<file path="config.mk">
export PLATFORM = sky130hd
export DESIGN_NAME = pesu_top
export DESIGN_NICKNAME = d
export VERILOG_FILES = /design/src/rtl/pesu_pkg.sv /design/src/rtl/pesu_order_check.sv /design/src/rtl/pesu_top.sv
export VERILOG_INCLUDE_DIRS = /design/src /design/src/rtl
export SDC_FILE = /design/constraint.sdc
export NUM_CORES = 1
export LEC_CHECK = 0
export ABC_CLOCK_PERIOD_IN_PS = 7650
export BUFFER_PORTS_ARGS = -buffer_cell sky130_fd_sc_hd__clkbuf_2
export CORE_MARGIN = 3
export CORE_UTILIZATION = 60
export DETAILED_ROUTE_END_ITERATION = 10
export PLACE_DENSITY_LB_ADDON = 0.3
export SETUP_SLACK_MARGIN = 0.2
export SLEW_MARGIN = 25
export SYNTH_ARGS = -nofsm -noshare
export SYNTH_HDL_FRONTEND = slang
export SYNTH_SLANG_ARGS = --single-unit
</file>
<file path="constraint.sdc">
create_clock -name core_clk -period 7.65 [get_ports core_clk]
set_input_delay 1.53 -clock core_clk [delete_from_list [all_inputs] [get_ports core_clk]]
set_output_delay 1.53 -clock core_clk [all_outputs]
set_load 0.02 [all_outputs]
</file>
<file path="src/rtl/pesu_consts.svh">
// offsets, bit positions, reset values and counts of the upper event status block
`ifndef PESU_CONSTS_SVH
`define PESU_CONSTS_SVH

// register byte offsets on the apb bus
`define PESU_OFF_STATUS    12'h000
`define PESU_OFF_PHASE     12'h004
`define PESU_OFF_THRESH    12'h008
`define PESU_OFF_CURRENT_PEAK_REGISTER     12'h00C
`define PESU_OFF_VOLTAGE_PEAK_REGISTER     12'h010
`define PESU_OFF_SETUP     12'h014

// status bit positions
`define PESU_BIT_CUR_A_ZX  12
`define PESU_BIT_RST_DONE  15
`define PESU_BIT_DIP       16
`define PESU_BIT_HI_CUR    17
`define PESU_BIT_HI_VOLT   18
`define PESU_BIT_ORDER     19
`define PESU_BIT_SUM_DIS   20
`define PESU_BIT_RSVD_ONE  21
`define PESU_BIT_RSVD_ZERO 22
`define PESU_BIT_I_PEAK    23
`define PESU_BIT_V_PEAK    24

// status masks and reset value
`define PESU_LIVE_MASK     32'h019F_F000
`define PESU_RSVD_ONE_MASK 32'h0020_0000
`define PESU_STATUS_RESET  32'h0000_8000

// per-phase status field positions
`define PESU_HC_PH_LSB     3
`define PESU_HV_PH_LSB     9
`define PESU_DIP_PH_LSB    12

// peak register layout, setup bit, power mode code, restore length
`define PESU_PEAK_PH_LSB   24
`define PESU_SETUP_SOFTWARE_RESET_BIT   7
`define PESU_PM_NORMAL     2'h0
`define PESU_RESTORE_CYC   4'h8

`endif

</file>
<file path="src/rtl/pesu_pkg.sv">
// types shared by the upper event status block
package pesu_pkg;

	// block operating mode
	typedef enum logic {
		PESU_RUN,
		PESU_RESTORE
	} pesu_mode_e;

	// phase order watcher state
	typedef enum logic {
		PESU_SEQ_IDLE,
		PESU_SEQ_ARMED
	} pesu_seq_e;

	// one-cycle event pulses from the measurement datapath
	typedef struct packed {
		logic [2:0] cur_zx;      // current zero crossing, c b a
		logic       dip;         // voltage dip event
		logic [2:0] dip_ph;      // phases of the dip
		logic       hi_cur;      // overcurrent event
		logic [2:0] hi_cur_ph;   // phases of the overcurrent
		logic       hi_volt;     // overvoltage event
		logic [2:0] hi_volt_ph;  // phases of the overvoltage
		logic [2:0] volt_rise;   // rising voltage crossings, c b a
	} pesu_events_s;

	// end of a peak detection period
	typedef struct packed {
		logic        done;       // period ended this cycle
		logic [23:0] value;      // peak magnitude
		logic [2:0]  phase;      // phase where peak was seen
	} pesu_peak_s;

endpackage : pesu_pkg

</file>
<file path="src/rtl/pesu_order_check.sv">
// watcher for a rising a crossing followed by c instead of b
module pesu_order_check (
	input  wire logic       core_clk,   // device clock
	input  wire logic       rst,        // async reset, high
	input  wire logic       clear,      // restore in progress
	input  wire logic [2:0] volt_rise,  // rising crossings c b a
	output logic            order_err   // one-cycle error pulse
);

	pesu_pkg::pesu_seq_e state_q;
	pesu_pkg::pesu_seq_e state_d;
	logic                err_d;

	// next crossing after a decides; a re-arms afterwards
	always_comb begin
		state_d = state_q;
		err_d   = 1'b0;
		unique case (state_q)
			pesu_pkg::PESU_SEQ_IDLE: begin
				if (volt_rise[0]) begin
					state_d = pesu_pkg::PESU_SEQ_ARMED;
				end
			end
			pesu_pkg::PESU_SEQ_ARMED: begin
				if (volt_rise[2] && !volt_rise[1]) begin
					err_d = 1'b1;
				end
				if (volt_rise[2] || volt_rise[1]) begin
					state_d = volt_rise[0] ? pesu_pkg::PESU_SEQ_ARMED : pesu_pkg::PESU_SEQ_IDLE;
				end
			end
		endcase
		if (clear) begin
			state_d = pesu_pkg::PESU_SEQ_IDLE;
			err_d   = 1'b0;
		end
	end

	// state and pulse registers
	always_ff @(posedge core_clk or posedge rst) begin
		if (rst) begin
			state_q   <= pesu_pkg::PESU_SEQ_IDLE;
			order_err <= 1'b0;
		end else begin
			state_q   <= state_d;
			order_err <= err_d;
		end
	end

endmodule : pesu_order_check

</file>
<file path="src/rtl/pesu_top.sv">
// upper event status flags with apb access and reset-complete interrupt
//
// The register addresses and the APB register port were chosen for this implementation.
`include "pesu_consts.svh"

// Notes on behaviour
// - current zero crossing on phase a, b, c sets bits 12, 13, 14.
// - reset-complete bit 15 is 1 by default and after any reset or power return.
// - reset-complete set drives interrupt line one low; no enable can block it.
// - voltage dip sets bit 16; dip phases land in per-phase bits 14:12.
// - overcurrent sets bit 17; affected phases land in per-phase bits 5:3.
// - overvoltage sets bit 18; affected phases land in per-phase bits 11:9.
// - rising a crossing followed by c instead of b sets bit 19.
// - bit 20 sets when abs current sum and abs neutral differ beyond threshold.
// - bit 21 always reads 1; bits 22 and 31:25 always read 0.
// - current peak period end sets bit 23 and captures peak and phase.
// - voltage peak period end sets bit 24 and captures peak and phase.
module pesu_top #(
	parameter int ADDR_W = 12,  // apb address width
	parameter int SUM_W  = 24   // current sample width
) (
	input  wire logic                        core_clk,               // device clock, 50 mhz
	input  wire logic                        rst,                    // async reset, high
	input  wire logic                        psel,                   // apb select
	input  wire logic                        penable,                // apb access phase
	input  wire logic                        pwrite,                 // apb write
	input  wire logic [ADDR_W-1:0]           paddr,                  // apb byte address
	input  wire logic [31:0]                 pwdata,                 // apb write data
	output logic      [31:0]                 prdata,                 // apb read data
	output logic                             pready,                 // apb ready
	output logic                             pslverr,                // unmapped address
	input  wire pesu_pkg::pesu_events_s      events,                 // datapath event pulses
	input  wire logic                        sum_valid,              // new current sum sample
	input  wire logic signed [SUM_W-1:0]     current_sum_estimate,   // sum of phase currents
	input  wire logic signed [SUM_W-1:0]     neutral_current_sample, // neutral current
	input  wire pesu_pkg::pesu_peak_s        current_peak,           // current peak period end
	input  wire pesu_pkg::pesu_peak_s        voltage_peak,           // voltage peak period end
	input  wire logic [1:0]                  power_mode,             // present power mode
	output logic                             interrupt_line_one_n,   // interrupt, low active
	output logic                             restore_active          // registers reverting
);

	// magnitude of a signed sample
	function automatic logic [SUM_W-1:0] pesu_abs(input logic signed [SUM_W-1:0] v);
		return v[SUM_W-1] ? SUM_W'(-v) : SUM_W'(v);
	endfunction : pesu_abs

	// register state
	pesu_pkg::pesu_mode_e mode_q;
	pesu_pkg::pesu_mode_e mode_d;
	logic [3:0]           cnt_q;
	logic [3:0]           cnt_d;
	logic [1:0]           pm_prev_q;
	logic [31:0]          status_q;
	logic [31:0]          status_d;
	logic [31:0]          phase_q;
	logic [31:0]          phase_d;
	logic [SUM_W-1:0]     thresh_q;
	logic [31:0]          current_peak_register_q;
	logic [31:0]          voltage_peak_register_q;

	// apb decode
	logic        setup_w;
	logic        wr_w;
	logic        hit_status;
	logic        hit_phase;
	logic        hit_thresh;
	logic        hit_current_peak_register;
	logic        hit_voltage_peak_register;
	logic        hit_setup;
	logic        mapped_w;
	logic [31:0] status_rd_w;
	logic [31:0] rd_w;

	assign setup_w     = psel && !penable;
	assign wr_w        = psel && penable && pready && pwrite;
	assign hit_status  = paddr == ADDR_W'(`PESU_OFF_STATUS);
	assign hit_phase   = paddr == ADDR_W'(`PESU_OFF_PHASE);
	assign hit_thresh  = paddr == ADDR_W'(`PESU_OFF_THRESH);
	assign hit_current_peak_register   = paddr == ADDR_W'(`PESU_OFF_CURRENT_PEAK_REGISTER);
	assign hit_voltage_peak_register   = paddr == ADDR_W'(`PESU_OFF_VOLTAGE_PEAK_REGISTER);
	assign hit_setup   = paddr == ADDR_W'(`PESU_OFF_SETUP);
	assign mapped_w    = hit_status | hit_phase | hit_thresh | hit_current_peak_register | hit_voltage_peak_register | hit_setup;

	// fixed reserved bits forced on every read
	assign status_rd_w = (status_q & `PESU_LIVE_MASK) | `PESU_RSVD_ONE_MASK;

	// read selection; setup register reads as zero
	assign rd_w = hit_status ? status_rd_w :
	              hit_phase  ? phase_q :
	              hit_thresh ? 32'(thresh_q) :
	              hit_current_peak_register  ? current_peak_register_q :
	              hit_voltage_peak_register  ? voltage_peak_register_q : 32'h0;

	// restore triggers
	logic start_w;
	logic software_reset_bit_w;
	logic pm_ret_w;
	logic done_w;
	logic run_w;

	assign software_reset_bit_w  = wr_w && hit_setup && pwdata[`PESU_SETUP_SOFTWARE_RESET_BIT];
	assign pm_ret_w = (pm_prev_q != `PESU_PM_NORMAL) && (power_mode == `PESU_PM_NORMAL);
	assign start_w  = software_reset_bit_w || pm_ret_w;
	assign done_w   = (mode_q == pesu_pkg::PESU_RESTORE) && (cnt_q == 4'h0) && !start_w;
	assign run_w    = (mode_q == pesu_pkg::PESU_RUN) && !start_w;

	// restore sequencer
	always_comb begin
		mode_d = mode_q;
		cnt_d  = cnt_q;
		unique case (mode_q)
			pesu_pkg::PESU_RUN: begin
				cnt_d = 4'h0;
			end
			pesu_pkg::PESU_RESTORE: begin
				if (cnt_q == 4'h0) begin
					mode_d = pesu_pkg::PESU_RUN;
				end else begin
					cnt_d = cnt_q - 4'h1;
				end
			end
		endcase
		if (start_w) begin
			mode_d = pesu_pkg::PESU_RESTORE;
			cnt_d  = `PESU_RESTORE_CYC - 4'h1;
		end
	end

	// phase order watcher
	logic order_err_w;

	pesu_order_check u_order (
		.core_clk  (core_clk),
		.rst       (rst),
		.clear     (!run_w),
		.volt_rise (events.volt_rise),
		.order_err (order_err_w)
	);

	// current sum disagreement
	logic [SUM_W-1:0] abs_sum_w;
	logic [SUM_W-1:0] abs_neu_w;
	logic [SUM_W-1:0] gap_w;
	logic             mism_w;

	assign abs_sum_w = pesu_abs(current_sum_estimate);
	assign abs_neu_w = pesu_abs(neutral_current_sample);
	assign gap_w     = (abs_sum_w >= abs_neu_w) ? abs_sum_w - abs_neu_w : abs_neu_w - abs_sum_w;
	assign mism_w    = sum_valid && (gap_w > thresh_q);

	// set and clear vectors of the status flags
	logic [31:0] set_w;
	logic [31:0] clr_w;

	assign set_w = run_w ? (32'(events.cur_zx) << `PESU_BIT_CUR_A_ZX
	                      | 32'(events.dip) << `PESU_BIT_DIP
	                      | 32'(events.hi_cur) << `PESU_BIT_HI_CUR
	                      | 32'(events.hi_volt) << `PESU_BIT_HI_VOLT
	                      | 32'(order_err_w) << `PESU_BIT_ORDER
	                      | 32'(mism_w) << `PESU_BIT_SUM_DIS
	                      | 32'(current_peak.done) << `PESU_BIT_I_PEAK
	                      | 32'(voltage_peak.done) << `PESU_BIT_V_PEAK) : 32'h0;
	assign clr_w = (wr_w && hit_status) ? pwdata : 32'h0;

	// new status: set wins over clear, restore empties it, end of restore marks done
	assign status_d = !(run_w || done_w) ? 32'h0 :
	                  ((((status_q & ~clr_w) | set_w) & `PESU_LIVE_MASK)
	                  | (done_w ? `PESU_STATUS_RESET : 32'h0));

	// per-phase fields accumulate until their flag is cleared
	logic [2:0] dip_ph_w;
	logic [2:0] hc_ph_w;
	logic [2:0] hv_ph_w;

	assign dip_ph_w = (clr_w[`PESU_BIT_DIP] ? 3'h0 : phase_q[`PESU_DIP_PH_LSB +: 3])
	                | (set_w[`PESU_BIT_DIP] ? events.dip_ph : 3'h0);
	assign hc_ph_w  = (clr_w[`PESU_BIT_HI_CUR] ? 3'h0 : phase_q[`PESU_HC_PH_LSB +: 3])
	                | (set_w[`PESU_BIT_HI_CUR] ? events.hi_cur_ph : 3'h0);
	assign hv_ph_w  = (clr_w[`PESU_BIT_HI_VOLT] ? 3'h0 : phase_q[`PESU_HV_PH_LSB +: 3])
	                | (set_w[`PESU_BIT_HI_VOLT] ? events.hi_volt_ph : 3'h0);

	// assemble per-phase register
	always_comb begin
		phase_d = 32'h0;
		if (run_w) begin
			phase_d[`PESU_DIP_PH_LSB +: 3] = dip_ph_w;
			phase_d[`PESU_HC_PH_LSB +: 3]  = hc_ph_w;
			phase_d[`PESU_HV_PH_LSB +: 3]  = hv_ph_w;
		end
	end

	// sequencer, power mode history and flags
	always_ff @(posedge core_clk or posedge rst) begin
		if (rst) begin
			mode_q    <= pesu_pkg::PESU_RUN;
			cnt_q     <= 4'h0;
			pm_prev_q <= `PESU_PM_NORMAL;
			status_q  <= `PESU_STATUS_RESET;
			phase_q   <= 32'h0;
		end else begin
			mode_q    <= mode_d;
			cnt_q     <= cnt_d;
			pm_prev_q <= power_mode;
			status_q  <= status_d;
			phase_q   <= phase_d;
		end
	end

	// threshold and peak captures
	always_ff @(posedge core_clk or posedge rst) begin
		if (rst) begin
			thresh_q <= '0;
			current_peak_register_q  <= 32'h0;
			voltage_peak_register_q  <= 32'h0;
		end else if (!run_w) begin
			thresh_q <= '0;
			current_peak_register_q  <= 32'h0;
			voltage_peak_register_q  <= 32'h0;
		end else begin
			if (wr_w && hit_thresh) begin
				thresh_q <= pwdata[SUM_W-1:0];
			end
			if (current_peak.done) begin
				current_peak_register_q <= {5'h0, current_peak.phase, current_peak.value};
			end
			if (voltage_peak.done) begin
				voltage_peak_register_q <= {5'h0, voltage_peak.phase, voltage_peak.value};
			end
		end
	end

	// apb answer one cycle after setup; outputs straight from flops
	always_ff @(posedge core_clk or posedge rst) begin
		if (rst) begin
			prdata               <= 32'h0;
			pready               <= 1'b0;
			pslverr              <= 1'b0;
			interrupt_line_one_n <= 1'b0;
			restore_active       <= 1'b0;
		end else begin
			pready               <= setup_w;
			pslverr              <= setup_w && !mapped_w;
			prdata               <= (setup_w && !pwrite) ? rd_w : 32'h0;
			interrupt_line_one_n <= !status_d[`PESU_BIT_RST_DONE];
			restore_active       <= mode_d == pesu_pkg::PESU_RESTORE;
		end
	end

	// each current crossing sets its own flag
	for (genvar gi = 0; gi < 3; gi++) begin : g_zx

	end
endmodule : pesu_top

</file>
==> flow_summary.json <==
{
  "fin_nets": 1594,
  "fmax_mhz": 144.6,
  "syn_inst": 1175,
  "num_io_pins": 210,
  "period_needed_ns": 6.918,
  "tightest_slew_ns": 1.053,
  "finalSetupViolations": 0,
  "fp.dieW_um": 134.1,
  "syn_avg_cell_area_sq_um": 8.379,
  "rsz0062_at_grt": "false",
  "dr_total_vias": 9320,
  "cts-root-buf": "clkbuf_16",
  "synthFlopType": "dfrtp_1",
  "dp_worst_setup_slack_ns": 0.3035,
  "skew_ns": 0.01040,
  "dr.pass1.iters": 6,
  "max_slew_margin_pct": 29.79,
  "die_area_sq_um": 17980,
  "grt_pass1_wl_um": 44150,
  "use_met2_pct": 51.04,
  "grtUsageMet3_pct": 4.014,
  "fin_setup_tns_ns": 0,
  "max_cap_violations": 0,
  "area_growth_pct": 17.18,
  "critPathLaunchType": "input pin",
  "gp_congestion": 0.9125,
  "numPortBuffers": 197,
  "grt_overflow": 0,
  "hold_depth": 2,
  "cts_buffer_depth": 2,
  "clk_pin_slew_worst_paths_ns": 0.06,
  "power-per-cell-area_nw_per_um2": 232.0,
  "cts_max_level": 4,
  "hold_path_class": "register to register",
  "path_max_fanout": 15,
  "fin_cells": 1573,
  "finalPower_mw": 2.677,
  "dp.cells": 1540,
  "use_met1_pct": 40.68,
  "initial_core_util_pct": 61.53,
  "drt_wl_total_um": 27080,
  "grt_pass1_vias": 9237,
  "hold_buffers": 0,
  "ys_ff_latch": 137,
  "status": "completed",
  "clock-sinks": 137,
  "leakage_nw": 5.513,
  "synth_cell_types": 67,
  "coreArea_sq_um": 16000,
  "wire_per_inst_um": 17.22,
  "hpwl_um": 20170,
  "clk_latency_ns": 0.42,
  "synthArstFlopShare_pct": 100.0,
  "crit_path_end_kind": "register",
  "dieHeight_um": 134.1,
  "cts_buffers": 17,
  "drv_slew": 0,
  "grt-busiest-layer": "met2",
  "row_count": 46,
  "routed_via_density": 5.925,
  "grt_max_degree": 73,
  "synth_edf_count": 0,
  "groute.usage.overall_pct": 30.11,
  "postLayoutSetupSlackWorst_ns": 0.7322,
  "arrival_ns": 7.18,
  "required_ns": 7.92,
  "reg2reg_depth": 6,
  "drt_first_iter_violations": 788,
  "ys_seq_area_share_pct": 34.83,
  "path_class": "input pin to register",
  "synth_area_sq_um": 9846,
  "whs_ns": 0.4734,
  "antenna_found_initial": 1,
  "drive_above_1_share_pct": 19.84,
  "yosysWarnings": 0,
  "ant_nets": 0,
  "finalCritPeriodShare_pct": 90.43,
  "cts_tree": "done",
  "reg2reg_slack_ns": 4.89,
  "finalHoldViolations": 0,
  "drc": 0,
  "irDropWorstVdd_mv": 0.1757
}
-- critical path: stages --
cell      delay [ns]
clkbuf_2        0.09
or3_2           0.52
or4_4           0.53
or4_4           0.51
nand2b_4        0.17
o31a_1          0.28
xnor2_2         0.16
ha_1            0.45
a21oi_1         0.12
o21ai_0         0.36
a21oi_1         0.12
a31oi_2         0.22
buf_4           0.26
buf_4           0.22
mux2i_1         0.23
xnor2_1         0.17
ha_1            0.29
a21o_1          0.20
a21o_1          0.18
a21oi_1         0.20
o211ai_1        0.11
o21ai_0         0.16
a21oi_1         0.08
-- final cells by class --
cell class                 count  area [sq um]
multi-input combinational    893          5872
fill                        1280          4463
sequential                   137          3430
timing repair buffer         209          1076
clock buffer                  19         442.9
inverter                      85         324.1
tap                          216         270.3
clock inverter                13         120.1
antenna                        1         2.502
-- cells by family after synthesis --
logic type      count (synthesis)  share of synthesized area [%]
simple gates                  365                          16.69
compound gates                309                          19.38
buf+inv                       149                          5.909
flops                         137                          34.83
fa+ha+maj                      77                          9.938
mux                            71                          7.269
xor+xnor                       66                          5.947
other cells                     1                        0.03809
-- path summary, 6_finish.rpt --
check,startpoint,endpoint
max in group asynchronous,rst,thresh_q[5]$_DFFE_PP0P_
hold reg to reg,status_q[20]$_DFF_PP0_,prdata[20]$_DFF_PP0_
min in group asynchronous,rst,current_peak_register_q[14]$_DFFE_PP0P_
hold / removal,status_q[20]$_DFF_PP0_,prdata[20]$_DFF_PP0_
setup reg to reg,pready$_DFF_PP0_,thresh_q[6]$_DFFE_PP0P_
setup / recovery,neutral_current_sample[1],status_q[20]$_DFF_PP0_
-- what timing repair did --
action,4_1_cts,5_1_grt
gates resized for setup,0,1
setup buffers,0,0
setup endpoints to repair,0,1
-- cells in the final DEF (no fill, tap or decap), types with 13 or more instances in the layout --
cell       instances
nand2_1          161
clkbuf_16         17
clkbuf_2         197
o21ai_0           56
inv_1             83
a22oi_1           21
xnor2_1           41
nor2_1           112
dfrtp_1          136
nand4_1           13
xor2_1            24
mux2i_1           67
ha_1              75
a21o_1            25
a21oi_1          128
-- cell usage after synthesis, types with 3 or more instances --
| cell | count | area, sq um |
|---|---|---|
| a211oi_1 | 6 | 45.04 |
| a21o_1 | 25 | 187.7 |
| a21oi_1 | 128 | 640.6 |
| a221oi_1 | 12 | 105.1 |
| a22oi_1 | 21 | 157.7 |
| a311oi_1 | 3 | 26.28 |
| a31oi_1 | 5 | 31.28 |
| and2_1 | 6 | 37.54 |
| and4_1 | 3 | 26.28 |
| buf_1 | 3 | 11.26 |
| buf_2 | 3 | 15.01 |
| buf_4 | 5 | 37.54 |
| clkbuf_1 | 53 | 198.9 |
| dfrtp_1 | 136 | 3403 |
| ha_1 | 75 | 938.4 |
| inv_1 | 84 | 315.3 |
| mux2_2 | 4 | 45.04 |
| mux2i_1 | 67 | 670.6 |
| nand2_1 | 161 | 604.3 |
| nand2b_1 | 8 | 50.05 |
| nand3_1 | 4 | 20.02 |
| nand4_1 | 13 | 81.33 |
| nor2_1 | 112 | 420.4 |
| nor2b_1 | 6 | 37.54 |
| nor3_1 | 15 | 75.07 |
| nor3b_1 | 5 | 37.54 |
| o211ai_1 | 5 | 37.54 |
| o21a_1 | 8 | 60.06 |
| o21ai_0 | 56 | 280.3 |
| o21bai_1 | 11 | 82.58 |
| o31a_1 | 4 | 35.03 |
| o31ai_1 | 7 | 52.55 |
| o41ai_1 | 6 | 52.55 |
| or2_2 | 3 | 18.77 |
| or3_1 | 7 | 43.79 |
| or4_1 | 3 | 22.52 |
| or4_4 | 3 | 33.78 |
| xnor2_1 | 41 | 359.1 |
| xor2_1 | 24 | 210.2 |
-- metrics by stage --
step                util [%]  cell area, sq um
floorplan                  -              9861
detailed placement     68.49             10960
CTS                    72.01             11520
global placement       68.49             10960
finish                 72.11             11540
global route           72.11             11540
-- where the power goes --
part | leakage (nW) | switching (mW) | total, mW | internal, mW
logic | 3.39 | 0.600 | 1.01 | 0.414
clock network | 0.258 | 0.324 | 0.782 | 0.457
registers | 1.86 | 0.0611 | 0.881 | 0.820
total | 5.51 | 0.986 | 2.68 | 1.69
-- routing by layer --
| metal | up-vias | part of all wire, % |
|---|---|---|
| li1 | 4400 | - |
| met1 | 4490 | 43 |
| met2 | 386 | 49 |
| met3 | 44 | 6.7 |
| met4 | 0 | 1.9 |
| met5 | - | 0 |
-- registers in the layout, indices dropped and copies added, names as in the netlist, 2 cells and up --
register and cells:
voltage_peak_register_q 27, status_q 11, phase_q 9, pm_prev_q 2, current_peak_register_q 27, thresh_q 24
cnt_q 4, prdata 27
Power figures use the tool's default switching activity.
